$ cat src/hdl/stf_pkg.sv
package stf_pkg;
  // ---------------------------------------------------------------
  // register map
  // ---------------------------------------------------------------
  localparam int          ADDR_W     = 8;
  localparam logic [7:0]  OFS_ROOT   = 8'h00;
  localparam logic [7:0]  OFS_MODE   = 8'h04;
  localparam logic [7:0]  OFS_BASE   = 8'h08;
  localparam logic [7:0]  OFS_BOUND  = 8'h0c;
  localparam logic [7:0]  OFS_STATUS = 8'h10;
  localparam logic [31:0] ROOT_RST   = 32'h0000_0000;
  localparam logic [31:0] BASE_RST   = 32'h0000_0000;
  localparam logic [31:0] BOUND_RST  = 32'h0000_0000;
  // ---------------------------------------------------------------
  // root register layout, page size
  // ---------------------------------------------------------------
  localparam int ROOT_ADDRESS_SPACE_ID_LSB = 22;
  localparam int ROOT_ADDRESS_SPACE_ID_MAX = 10;
  localparam int PAGE_BYTES    = 4096;
  localparam int PAGE_SHIFT    = $clog2(PAGE_BYTES);
  // ---------------------------------------------------------------
  // translation modes
  // ---------------------------------------------------------------
  localparam int         MODE_W       = 5;
  localparam logic [4:0] MODE_BARE    = 5'h00;
  localparam logic [4:0] MODE_BB      = 5'h01;
  localparam logic [4:0] MODE_BBID    = 5'h02;
  localparam logic [4:0] MODE_PAGED32 = 5'h08;
  localparam logic [4:0] MODE_RST     = MODE_BARE;
  // ---------------------------------------------------------------
  // fence encoding
  // ---------------------------------------------------------------
  localparam logic [6:0]  OPC_SYSTEM = 7'h73;
  localparam logic [2:0]  FN3_PRIVILEGED_FUNCTION_CODE   = 3'h0;
  localparam logic [11:0] FN12_FENCE = 12'h104;
  localparam logic [1:0]  PRIVILEGED_FUNCTION_CODE_USER  = 2'h0;
  typedef enum logic [1:0] {
    ST_IDLE,
    ST_DRAIN,
    ST_FLUSH,
    ST_DONE
  } stf_state_t;
endpackage : stf_pkg

$ cat src/hdl/stf_translation_fence.sv
// Design decisions made here: the address-and-strobe port and the register offsets.
`timescale 1ns/10ps
// Functional notes
// root register holds root table page number and address_space_id
// root register exists only when paging is supported
// page-number bits beyond physical width read as zero
// address_space_id width is a parameter; only implemented bits read one
// one write updates page number and identifier together
// decode fence from 12-bit function, operand, privileged code, opcode
// prior stores drain before later implicit table references
// prior implicit table writes complete before later loads and stores
// fence invalidates affected local translation cache entries
// fence acts only on this hart
// nonzero identifier limits fence to current address space
// zero identifier flushes every address space, globals included
// zero_register operand covers all addresses and table levels
// other operand orders only the leaf table of that address
// a build option may always perform a full global fence
// bare mode passes truncated address straight through
// base-and-bounds modes relocate and bound-check addresses
// base page size is 4 KiB
// nonzero identifier may keep global mappings cached
// paged_32bit_scheme mode enables two-level paged translation
// fence from user privilege raises illegal instruction, does nothing
module stf_translation_fence
  import stf_pkg::*;
#(
  parameter int PPN_BITS   = 22,
  parameter int ADDRESS_SPACE_ID_BITS  = 10,
  parameter bit HAS_PAGING = 1'b1,
  parameter bit FULL_FENCE = 1'b0
) (
  input  wire logic                         clk_sys_in,
  input  wire logic                         reset_n_in,
  input  wire logic [stf_pkg::ADDR_W-1:0]   reg_addr_in,
  input  wire logic [31:0]                  reg_wdata_in,
  input  wire logic                         reg_wr_in,
  input  wire logic                         reg_rd_in,
  output logic      [31:0]                  reg_rdata_out,
  input  wire logic                         instr_valid_in,
  input  wire logic [31:0]                  instr_in,
  input  wire logic [1:0]                   privileged_function_code_in,
  input  wire logic [31:0]                  operand_value_in,
  input  wire logic                         store_drained_in,
  input  wire logic                         implicit_wr_idle_in,
  input  wire logic                         flush_ack_in,
  output logic                              fence_busy_out,
  output logic                              fence_done_out,
  output logic                              illegal_instr_out,
  output logic                              walker_hold_out,
  output logic                              flush_req_out,
  output logic                              flush_all_address_space_id_out,
  output logic                              flush_keep_global_out,
  output logic                              flush_all_va_out,
  output logic [ADDRESS_SPACE_ID_BITS-1:0]              flush_address_space_id_out,
  output logic [31-stf_pkg::PAGE_SHIFT:0]   flush_vpn_out,
  output logic                              paged_enable_out,
  output logic [PPN_BITS-1:0]               root_ppn_out,
  output logic [ADDRESS_SPACE_ID_BITS-1:0]              address_space_id_out,
  input  wire logic                         xlat_valid_in,
  input  wire logic [31:0]                  xlat_va_in,
  output logic                              xlat_valid_out,
  output logic [PPN_BITS+stf_pkg::PAGE_SHIFT-1:0] xlat_pa_out,
  output logic                              xlat_fault_out,
  output logic                              xlat_paged_out
);
  import stf_pkg::*;

  localparam int PA_BITS = PPN_BITS + PAGE_SHIFT;
  localparam logic [31:0] PPN_MASK = 32'((64'h1 << PPN_BITS) - 64'h1);
  localparam logic [31:0] ADDRESS_SPACE_ID_MASK =
    32'(((64'h1 << ADDRESS_SPACE_ID_BITS) - 64'h1) << ROOT_ADDRESS_SPACE_ID_LSB);
  localparam logic [31:0] ROOT_MASK =
    HAS_PAGING ? (PPN_MASK | ADDRESS_SPACE_ID_MASK) : 32'h0000_0000;

  // ---------------------------------------------------------------
  // decode helpers
  // ---------------------------------------------------------------
  function automatic logic is_fence(input logic [31:0] ins);
    is_fence = (ins[6:0] == OPC_SYSTEM) && (ins[14:12] == FN3_PRIVILEGED_FUNCTION_CODE) &&
               (ins[11:7] == 5'h00) && (ins[31:20] == FN12_FENCE);
  endfunction : is_fence

  function automatic logic hit(input logic [7:0] a,
                               input logic [7:0] ofs);
    hit = (a == ofs);
  endfunction : hit

  // ---------------------------------------------------------------
  // registers
  // ---------------------------------------------------------------
  logic [31:0]       root;
  logic [31:0]       next_root;
  logic [MODE_W-1:0] mode;
  logic [MODE_W-1:0] next_mode;
  logic [31:0]       base;
  logic [31:0]       next_base;
  logic [31:0]       bound;
  logic [31:0]       next_bound;

  always_comb
  begin
    next_root  = root;
    next_mode  = mode;
    next_base  = base;
    next_bound = bound;
    if (reg_wr_in)
    begin
      // whole pair in one store, masked to implemented bits
      if (hit(reg_addr_in, OFS_ROOT))
        next_root = reg_wdata_in & ROOT_MASK;
      if (hit(reg_addr_in, OFS_MODE))
        next_mode = reg_wdata_in[MODE_W-1:0];
      if (hit(reg_addr_in, OFS_BASE))
        next_base = reg_wdata_in;
      if (hit(reg_addr_in, OFS_BOUND))
        next_bound = reg_wdata_in;
    end
  end

  always_ff @(posedge clk_sys_in or negedge reset_n_in)
  begin
    if (!reset_n_in)
    begin
      root  <= ROOT_RST;
      mode  <= MODE_RST;
      base  <= BASE_RST;
      bound <= BOUND_RST;
    end
    else
    begin
      root  <= next_root;
      mode  <= next_mode;
      base  <= next_base;
      bound <= next_bound;
    end
  end

  assign root_ppn_out = root[PPN_BITS-1:0];
  assign address_space_id_out     = root[ROOT_ADDRESS_SPACE_ID_LSB +: ADDRESS_SPACE_ID_BITS];
  // translation always reads both fields from the same flop word
  assign paged_enable_out = HAS_PAGING && (mode == MODE_PAGED32);

  // ---------------------------------------------------------------
  // fence sequencer
  // ---------------------------------------------------------------
  stf_state_t                 state;
  stf_state_t                 next_state;
  logic                       all_address_space_id;
  logic                       next_all_address_space_id;
  logic                       all_va;
  logic                       next_all_va;
  logic [ADDRESS_SPACE_ID_BITS-1:0]       f_address_space_id;
  logic [ADDRESS_SPACE_ID_BITS-1:0]       next_f_address_space_id;
  logic [31-PAGE_SHIFT:0]     f_vpn;
  logic [31-PAGE_SHIFT:0]     next_f_vpn;
  logic                       illegal;
  logic                       next_illegal;
  logic                       fence_seen;

  assign fence_seen = instr_valid_in && is_fence(instr_in) &&
                      (state == ST_IDLE);

  always_comb
  begin
    next_state    = state;
    next_all_address_space_id = all_address_space_id;
    next_all_va   = all_va;
    next_f_address_space_id   = f_address_space_id;
    next_f_vpn    = f_vpn;
    next_illegal  = 1'b0;
    case (state)
      ST_IDLE:
      begin
        if (fence_seen && (privileged_function_code_in == PRIVILEGED_FUNCTION_CODE_USER))
          next_illegal = 1'b1;
        else if (fence_seen)
        begin
          next_state    = ST_DRAIN;
          next_f_address_space_id   = address_space_id_out;
          next_all_address_space_id = FULL_FENCE || (address_space_id_out == '0);
          next_all_va   = FULL_FENCE ||
                          (instr_in[19:15] == 5'h00);
          next_f_vpn    = operand_value_in[31:PAGE_SHIFT];
        end
      end
      ST_DRAIN:
      begin
        // stores and walker writes must land before tables are reused
        if (store_drained_in && implicit_wr_idle_in)
          next_state = ST_FLUSH;
      end
      ST_FLUSH:
      begin
        if (flush_ack_in)
          next_state = ST_DONE;
      end
      ST_DONE:
        next_state = ST_IDLE;
      default:
        next_state = ST_IDLE;
    endcase
  end

  always_ff @(posedge clk_sys_in or negedge reset_n_in)
  begin
    if (!reset_n_in)
    begin
      state    <= ST_IDLE;
      all_address_space_id <= 1'b1;
      all_va   <= 1'b1;
      f_address_space_id   <= '0;
      f_vpn    <= '0;
      illegal  <= 1'b0;
    end
    else
    begin
      state    <= next_state;
      all_address_space_id <= next_all_address_space_id;
      all_va   <= next_all_va;
      f_address_space_id   <= next_f_address_space_id;
      f_vpn    <= next_f_vpn;
      illegal  <= next_illegal;
    end
  end

  // local hart only: no request ever leaves toward other harts
  assign flush_req_out         = (state == ST_FLUSH);
  assign flush_all_address_space_id_out    = all_address_space_id;
  assign flush_keep_global_out = !all_address_space_id;
  assign flush_all_va_out      = all_va;
  assign flush_address_space_id_out        = f_address_space_id;
  assign flush_vpn_out         = f_vpn;
  assign walker_hold_out       = (state != ST_IDLE);
  assign fence_busy_out        = (state != ST_IDLE);
  assign fence_done_out        = (state == ST_DONE);
  assign illegal_instr_out     = illegal;

  // ---------------------------------------------------------------
  // bare and base-and-bounds mapping
  // ---------------------------------------------------------------
  logic               xv;
  logic               next_xv;
  logic [PA_BITS-1:0] xpa;
  logic [PA_BITS-1:0] next_xpa;
  logic               xf;
  logic               next_xf;
  logic               xpg;
  logic               next_xpg;
  logic [32:0]        reloc;

  always_comb
  begin
    reloc    = {1'b0, xlat_va_in} + {1'b0, base};
    next_xv  = xlat_valid_in;
    next_xpa = '0;
    next_xf  = 1'b0;
    next_xpg = 1'b0;
    if (xlat_valid_in)
      case (mode)
        MODE_BB, MODE_BBID:
        begin
          // one pair serves fetch and data alike
          next_xpa = PA_BITS'(reloc);
          next_xf  = (xlat_va_in >= bound) || reloc[32];
        end
        MODE_PAGED32:
          next_xpg = paged_enable_out;
        default:
          next_xpa = PA_BITS'(xlat_va_in);
      endcase
  end

  always_ff @(posedge clk_sys_in or negedge reset_n_in)
  begin
    if (!reset_n_in)
    begin
      xv  <= 1'b0;
      xpa <= '0;
      xf  <= 1'b0;
      xpg <= 1'b0;
    end
    else
    begin
      xv  <= next_xv;
      xpa <= next_xpa;
      xf  <= next_xf;
      xpg <= next_xpg;
    end
  end

  assign xlat_valid_out = xv;
  assign xlat_pa_out    = xpa;
  assign xlat_fault_out = xf;
  assign xlat_paged_out = xpg;

  // ---------------------------------------------------------------
  // read port
  // ---------------------------------------------------------------
  logic [31:0] rdata;
  logic [31:0] next_rdata;

  always_comb
  begin
    next_rdata = 32'h0000_0000;
    if (reg_rd_in)
      case (reg_addr_in)
        OFS_ROOT:   next_rdata = root;
        OFS_MODE:   next_rdata = {27'h0, mode};
        OFS_BASE:   next_rdata = base;
        OFS_BOUND:  next_rdata = bound;
        OFS_STATUS: next_rdata = {29'h0, illegal, state};
        default:    next_rdata = 32'h0000_0000;
      endcase
  end

  always_ff @(posedge clk_sys_in or negedge reset_n_in)
  begin
    if (!reset_n_in)
      rdata <= 32'h0000_0000;
    else
      rdata <= next_rdata;
  end

  assign reg_rdata_out = rdata;
endmodule : stf_translation_fence

$ cat config.mk
export PLATFORM = sky130hd
export DESIGN_NAME = stf_translation_fence
export DESIGN_NICKNAME = d
export VERILOG_FILES = /design/src/hdl/stf_pkg.sv /design/src/hdl/stf_translation_fence.sv
export SDC_FILE = /design/constraint.sdc
export NUM_CORES = 1
export LEC_CHECK = 0
export BUFFER_PORTS_ARGS = -buffer_cell sky130_fd_sc_hd__buf_2
export CAP_MARGIN = 10
export CELL_PAD_IN_SITES_DETAIL_PLACEMENT = 0
export CELL_PAD_IN_SITES_GLOBAL_PLACEMENT = 1
export CORE_AREA = 2 2 160 162
export CTS_CLUSTER_DIAMETER = 150
export CTS_CLUSTER_SIZE = 28
export DETAILED_ROUTE_END_ITERATION = 16
export DIE_AREA = 0 0 162 164
export PLACE_DENSITY_LB_ADDON = 0.1
export SLEW_MARGIN = 20
export SYNTH_ARGS = -nofsm -noshare
export SYNTH_HDL_FRONTEND = slang
export SYNTH_SLANG_ARGS = --single-unit
$ cat constraint.sdc
create_clock -name clk_sys_in -period 5.45 [get_ports clk_sys_in]
set_clock_uncertainty 0.05 [all_clocks]
set_input_delay 0.545 -clock clk_sys_in [delete_from_list [all_inputs] [get_ports clk_sys_in]]
set_output_delay 0.545 -clock clk_sys_in [all_outputs]
set_load 0.01 [all_outputs]
==> reports/results.txt <==
The flow ran to the end, and the final reports show no timing, DRC or antenna violations. After floorplanning, the core was sized to cover 24800 µm². For this run, design rule violations remaining after detail routing come to 0. After detailed routing, the average wire length per cell comes to 19.2 µm. Global routing usage on met3: 0.0366.

For this run, the top clock speed supported by timing is 311 MHz. The aggregate global-route resource usage is 0.226. The logs give 0.473 for the post-synthesis sequential area ratio and 1203 for the number of nets in the synthesized netlist. From synthesis to final layout, the design area changed by 18.5%.

The clock slew at the register clock pins of the worst setup and hold paths came out at 0.11 ns. The number of top-level design ports is 287. After clock tree synthesis, the setup repair step added 0 buffers.

For this block, the routed nets add up to 30200 µm of wire. The tools report the final non-filler cell area as 12800 µm². The tools report the beginning of the critical path as base[0]$_DFFE_PN0P_. After detailed placement, the total cell area comes to 12500 µm². Combinational power share: 0.194. The critical path goes through ha_1 -> inv_1 -> fa_1 -> nand2b_1 -> a21o_1 -> a21oi_2 -> a211oi_4 -> a211oi_2 -> o211ai_1 -> a21o_1 -> a32o_1. The tool flagged a number of max-cap violations equal to 0.

The final clock period utilization by the worst path was 0.589. The largest fanout on the critical path was 3. The proportion of synthesized flip-flops having asynchronous set or reset was 1.00; the half-perimeter wire length after placement was 22100 µm. The congestion estimate from routability-driven global placement came to 0.808. The largest single stage delay on the critical path is 0.47 ns.

The height of the die works out to 164 µm. The TritonCTS sink count is 204. The transition time at the pin with the least slew margin works out to 1.07 ns. The mean instance size in the synthesized netlist is 10.9 µm².

The final route contains 8374 vias. Die outline width: 162 µm. Synthesis instantiated 69 different standard cells from the library. The number of buffers between clock root and the deepest sink is 3, and the cell count of the worst reg-to-reg path is 11.

In the routed layout, each cell is associated on average with a via count of 5.32. The switching portion of total power is 0.290, and the post-CTS resize count is 0. The switching power of the nets is 0.000910 W, and the internal portion of total power is 0.00223 W.

After global routing, the most crowded layer is met2. For the H-tree depth, the log shows 1. For the area of the mapped netlist, the log shows 10800 µm². The share of cells above drive strength 1 came out at 0.364. The sequential share of power was 0.520; the iteration-0 DRC count of the detailed router was 294. The standard cell with the maximum stage delay on the critical path is sky130_fd_sc_hd__dfrtp_1. The worst path arrival time is 3.54 ns.

Summed over all layers, the global routing overflow is 0. The worst path required time is 5.77 ns, and the number of enable flip-flop cells after synthesis is 0. Synthesis produced a netlist whose cell count is 987. In the final layout, flip-flops and latches occupy 5110 µm². The tools report the type of element launching the critical path as a flop.

The layout has 2368 filler cells. The path class of the tightest hold or removal check is input port to flop. The worst setup path is captured at a flop. In the final timing run, aggregate negative setup slack is 0 ns. The first global-routing pass estimated 46900 µm of wire. Cell with the most instances on the worst path: sky130_fd_sc_hd__a21o_1.

The multi-input logic area was 5330 µm²; the met2 global-route usage was 0.380. TritonCTS built the clock tree. In this run the worst setup path terminates at xlat_pa_out[26]$_DFF_PN0_. The top cell types in the final layout, fill and taps aside, are 272 x sky130_fd_sc_hd__buf_2, 202 x sky130_fd_sc_hd__dfrtp_1, 132 x sky130_fd_sc_hd__mux2_2.

Input and output buffers added on the ports amount to 273. The endpoint identified for the worst register-to-register timing path is xlat_pa_out[26]$_DFF_PN0_. For the die area, the log shows 26600 µm². Buffers inserted during clock tree synthesis total 11.

The minimum clock period after layout is 3.21 ns. Setup repair after global routing left no endpoint under its margin. Counting flops and latches in the post-synthesis netlist gives 204. The initial antenna violation count was 2; the global-route met1 utilization was 0.310. The tools report the initial core utilization as 0.435. The share of power burned in the clock network was 0.286.

The number of global-route vias before repair is 8460, and the Yosys warning count is 0. Most frequent standard cell in the layout excluding fill and tap cells: sky130_fd_sc_hd__buf_2. The iteration count of the initial detailed-routing pass is 4. Summed over all cells, the static leakage comes to 6.77 nW. The tools report the tightest slew margin relative to the limit as 0.286.

For this run, the leading register cell type out of synthesis is sky130_fd_sc_hd__dfrtp_1. VDD sags by at most 0.180 mV. The worst register-to-register path begins at base[0]$_DFFE_PN0P_. The cell at the root of the clock tree is sky130_fd_sc_hd__clkbuf_16. The count of final max-slew check failures is 0, and the largest net degree at the start of global routing is 144.

Number of nets at the end of the flow: 1456. The count of nets left with antenna violations once routing finished came out at 0. The run gives 0 as the number of endpoints failing setup at the final stage.

After floorplanning, the core was divided into 58 placement rows. The later pin in the worst-skew pair is clocked with a latency of 0.48 ns. The final number of hold-violating endpoints came out at 0. For this design the ratio of total power to cell area is 245 nW/µm². The minimum setup slack among reg-to-reg paths was 2.24 ns.

The type of the worst setup path is flop to flop.
[critical path, delay by kind of cell, from the launching register on]
kind | cells | cell delay, ns
AO/OA/AOI/OAI | 7 | 1.72
adder cells (fa/ha/maj) | 2 | 0.63
buffers and inverters | 1 | 0.07
flip-flops | 1 | 0.47
AND/OR/NAND/NOR | 1 | 0.21
[Yosys cell counts (4+ instances only)]
master | n | area, µm²
sky130_fd_sc_hd__a22oi_1 | 42 | 315
sky130_fd_sc_hd__dfrtp_1 | 202 | 5050
sky130_fd_sc_hd__a21o_1 | 22 | 165
sky130_fd_sc_hd__mux2_2 | 132 | 1490
sky130_fd_sc_hd__nand2b_1 | 5 | 31.3
sky130_fd_sc_hd__o211ai_1 | 9 | 67.6
sky130_fd_sc_hd__o21a_1 | 6 | 45.0
sky130_fd_sc_hd__nor4_1 | 6 | 37.5
sky130_fd_sc_hd__clkbuf_1 | 22 | 82.6
sky130_fd_sc_hd__xnor2_1 | 12 | 105
sky130_fd_sc_hd__o21ai_0 | 51 | 255
sky130_fd_sc_hd__nand2_1 | 83 | 312
sky130_fd_sc_hd__nor3_1 | 11 | 55.1
sky130_fd_sc_hd__inv_1 | 49 | 184
sky130_fd_sc_hd__buf_4 | 5 | 37.5
sky130_fd_sc_hd__ha_1 | 68 | 851
sky130_fd_sc_hd__and3_1 | 7 | 43.8
sky130_fd_sc_hd__xor2_1 | 9 | 78.8
sky130_fd_sc_hd__nand3_1 | 14 | 70.1
sky130_fd_sc_hd__buf_2 | 11 | 55.1
sky130_fd_sc_hd__nand4_1 | 10 | 62.6
sky130_fd_sc_hd__a21oi_1 | 36 | 180
sky130_fd_sc_hd__a32o_1 | 4 | 40.0
sky130_fd_sc_hd__o21ai_1 | 12 | 60.1
sky130_fd_sc_hd__nor2_1 | 59 | 221
sky130_fd_sc_hd__nor2b_1 | 20 | 125
sky130_fd_sc_hd__and2_1 | 9 | 56.3
[flip-flops by register name (all words and copies together) (netlist names)]
name                            count
xlat_pa_out                        33
root                               32
xlat_fault_out                      1
reg_rdata_out                      32
flush_address_space_id_out         10
mode                                5
xlat_paged_out                      1
flush_vpn_out                      20
state                               2
base                               32
bound                              32
flush_all_address_space_id_out      1
xlat_valid_out                      1
illegal_instr_out                   1
flush_all_va_out                    1
[cell type report]
type	instances	share of cell area
sequential	204	0.399
multi-input combinational	692	0.416
tap	330	0.0323
inverter	49	0.0144
clock buffer	14	0.0224
clock inverter	1	0.00156
antenna	2	0.000391
timing repair buffer	282	0.114
[kinds of logic after synthesis]
group                    count (synthesis)  share of synthesized area
AND/OR/NAND/NOR                        241                      0.109
AO/OA/AOI/OAI                          222                      0.139
flip-flops                             204                      0.473
multiplexers                           138                      0.146
buffers and inverters                   91                     0.0353
adder cells (fa/ha/maj)                 69                     0.0806
XOR/XNOR                                21                     0.0170
other                                    1                   0.000347
[metal layers]
metal	routed length [µm]	vias up
li1	-	4040
met1	13700	4061
met2	14400	238
met3	1600	35
met4	527	0
met5	0	-
[per-stage QoR]
| stage | cells | setup slack [ns] | hold WS (ns) | power (W) | util |
|---|---|---|---|---|---|
| floorplan | 987 | 2.67 | 0.199 | 0.00202 | - |
| global route | 1574 | 2.11 | 0.166 | 0.00332 | 0.516 |
| global placement | 1556 | 2.08 | 0.425 | 0.00227 | 0.503 |
| detailed placement | 1556 | 2.06 | 0.436 | 0.00228 | 0.503 |
| CTS | 1572 | 2.24 | 0.154 | 0.00319 | 0.515 |
| finish | 1574 | 2.24 | 0.177 | 0.00314 | 0.516 |
[worst min-delay path by stage]
| stage | start | endpoint | cells after the start |
|---|---|---|---|
| 2_1_floorplan | reset_n_in | base[0]$_DFFE_PN0P_ | 0 |
| 3_3_place_gp | flush_all_va_out$_DFFE_PN1P_ | flush_all_va_out$_DFFE_PN1P_ | 2 |
| 3_5_place_dp | flush_all_va_out$_DFFE_PN1P_ | flush_all_va_out$_DFFE_PN1P_ | 2 |
| 4_1_cts | privileged_function_code_in[0] | illegal_instr_out$_DFF_PN0_ | 2 |
| 5_1_grt | privileged_function_code_in[0] | illegal_instr_out$_DFF_PN0_ | 2 |
| 6_report | privileged_function_code_in[0] | illegal_instr_out$_DFF_PN0_ | 2 |
[power groups by stage]
stage / combinational (W) / sequential [W] / clock [W]
after floorplan: 0.000357 / 0.00167 / 0
after global placement: 0.000608 / 0.00166 / 0
after detailed placement: 0.000612 / 0.00166 / 0
after CTS: 0.000615 / 0.00163 / 0.000936
after global routing: 0.000682 / 0.00164 / 0.000996
final: 0.000608 / 0.00163 / 0.000898
[what timing repair did]
item	4_1_cts	5_1_grt
hold buffers	1	0
endpoints found under the hold margin	39	0
endpoints found under the setup margin	0	0
Note: power is estimated with default switching activity, not from simulation.
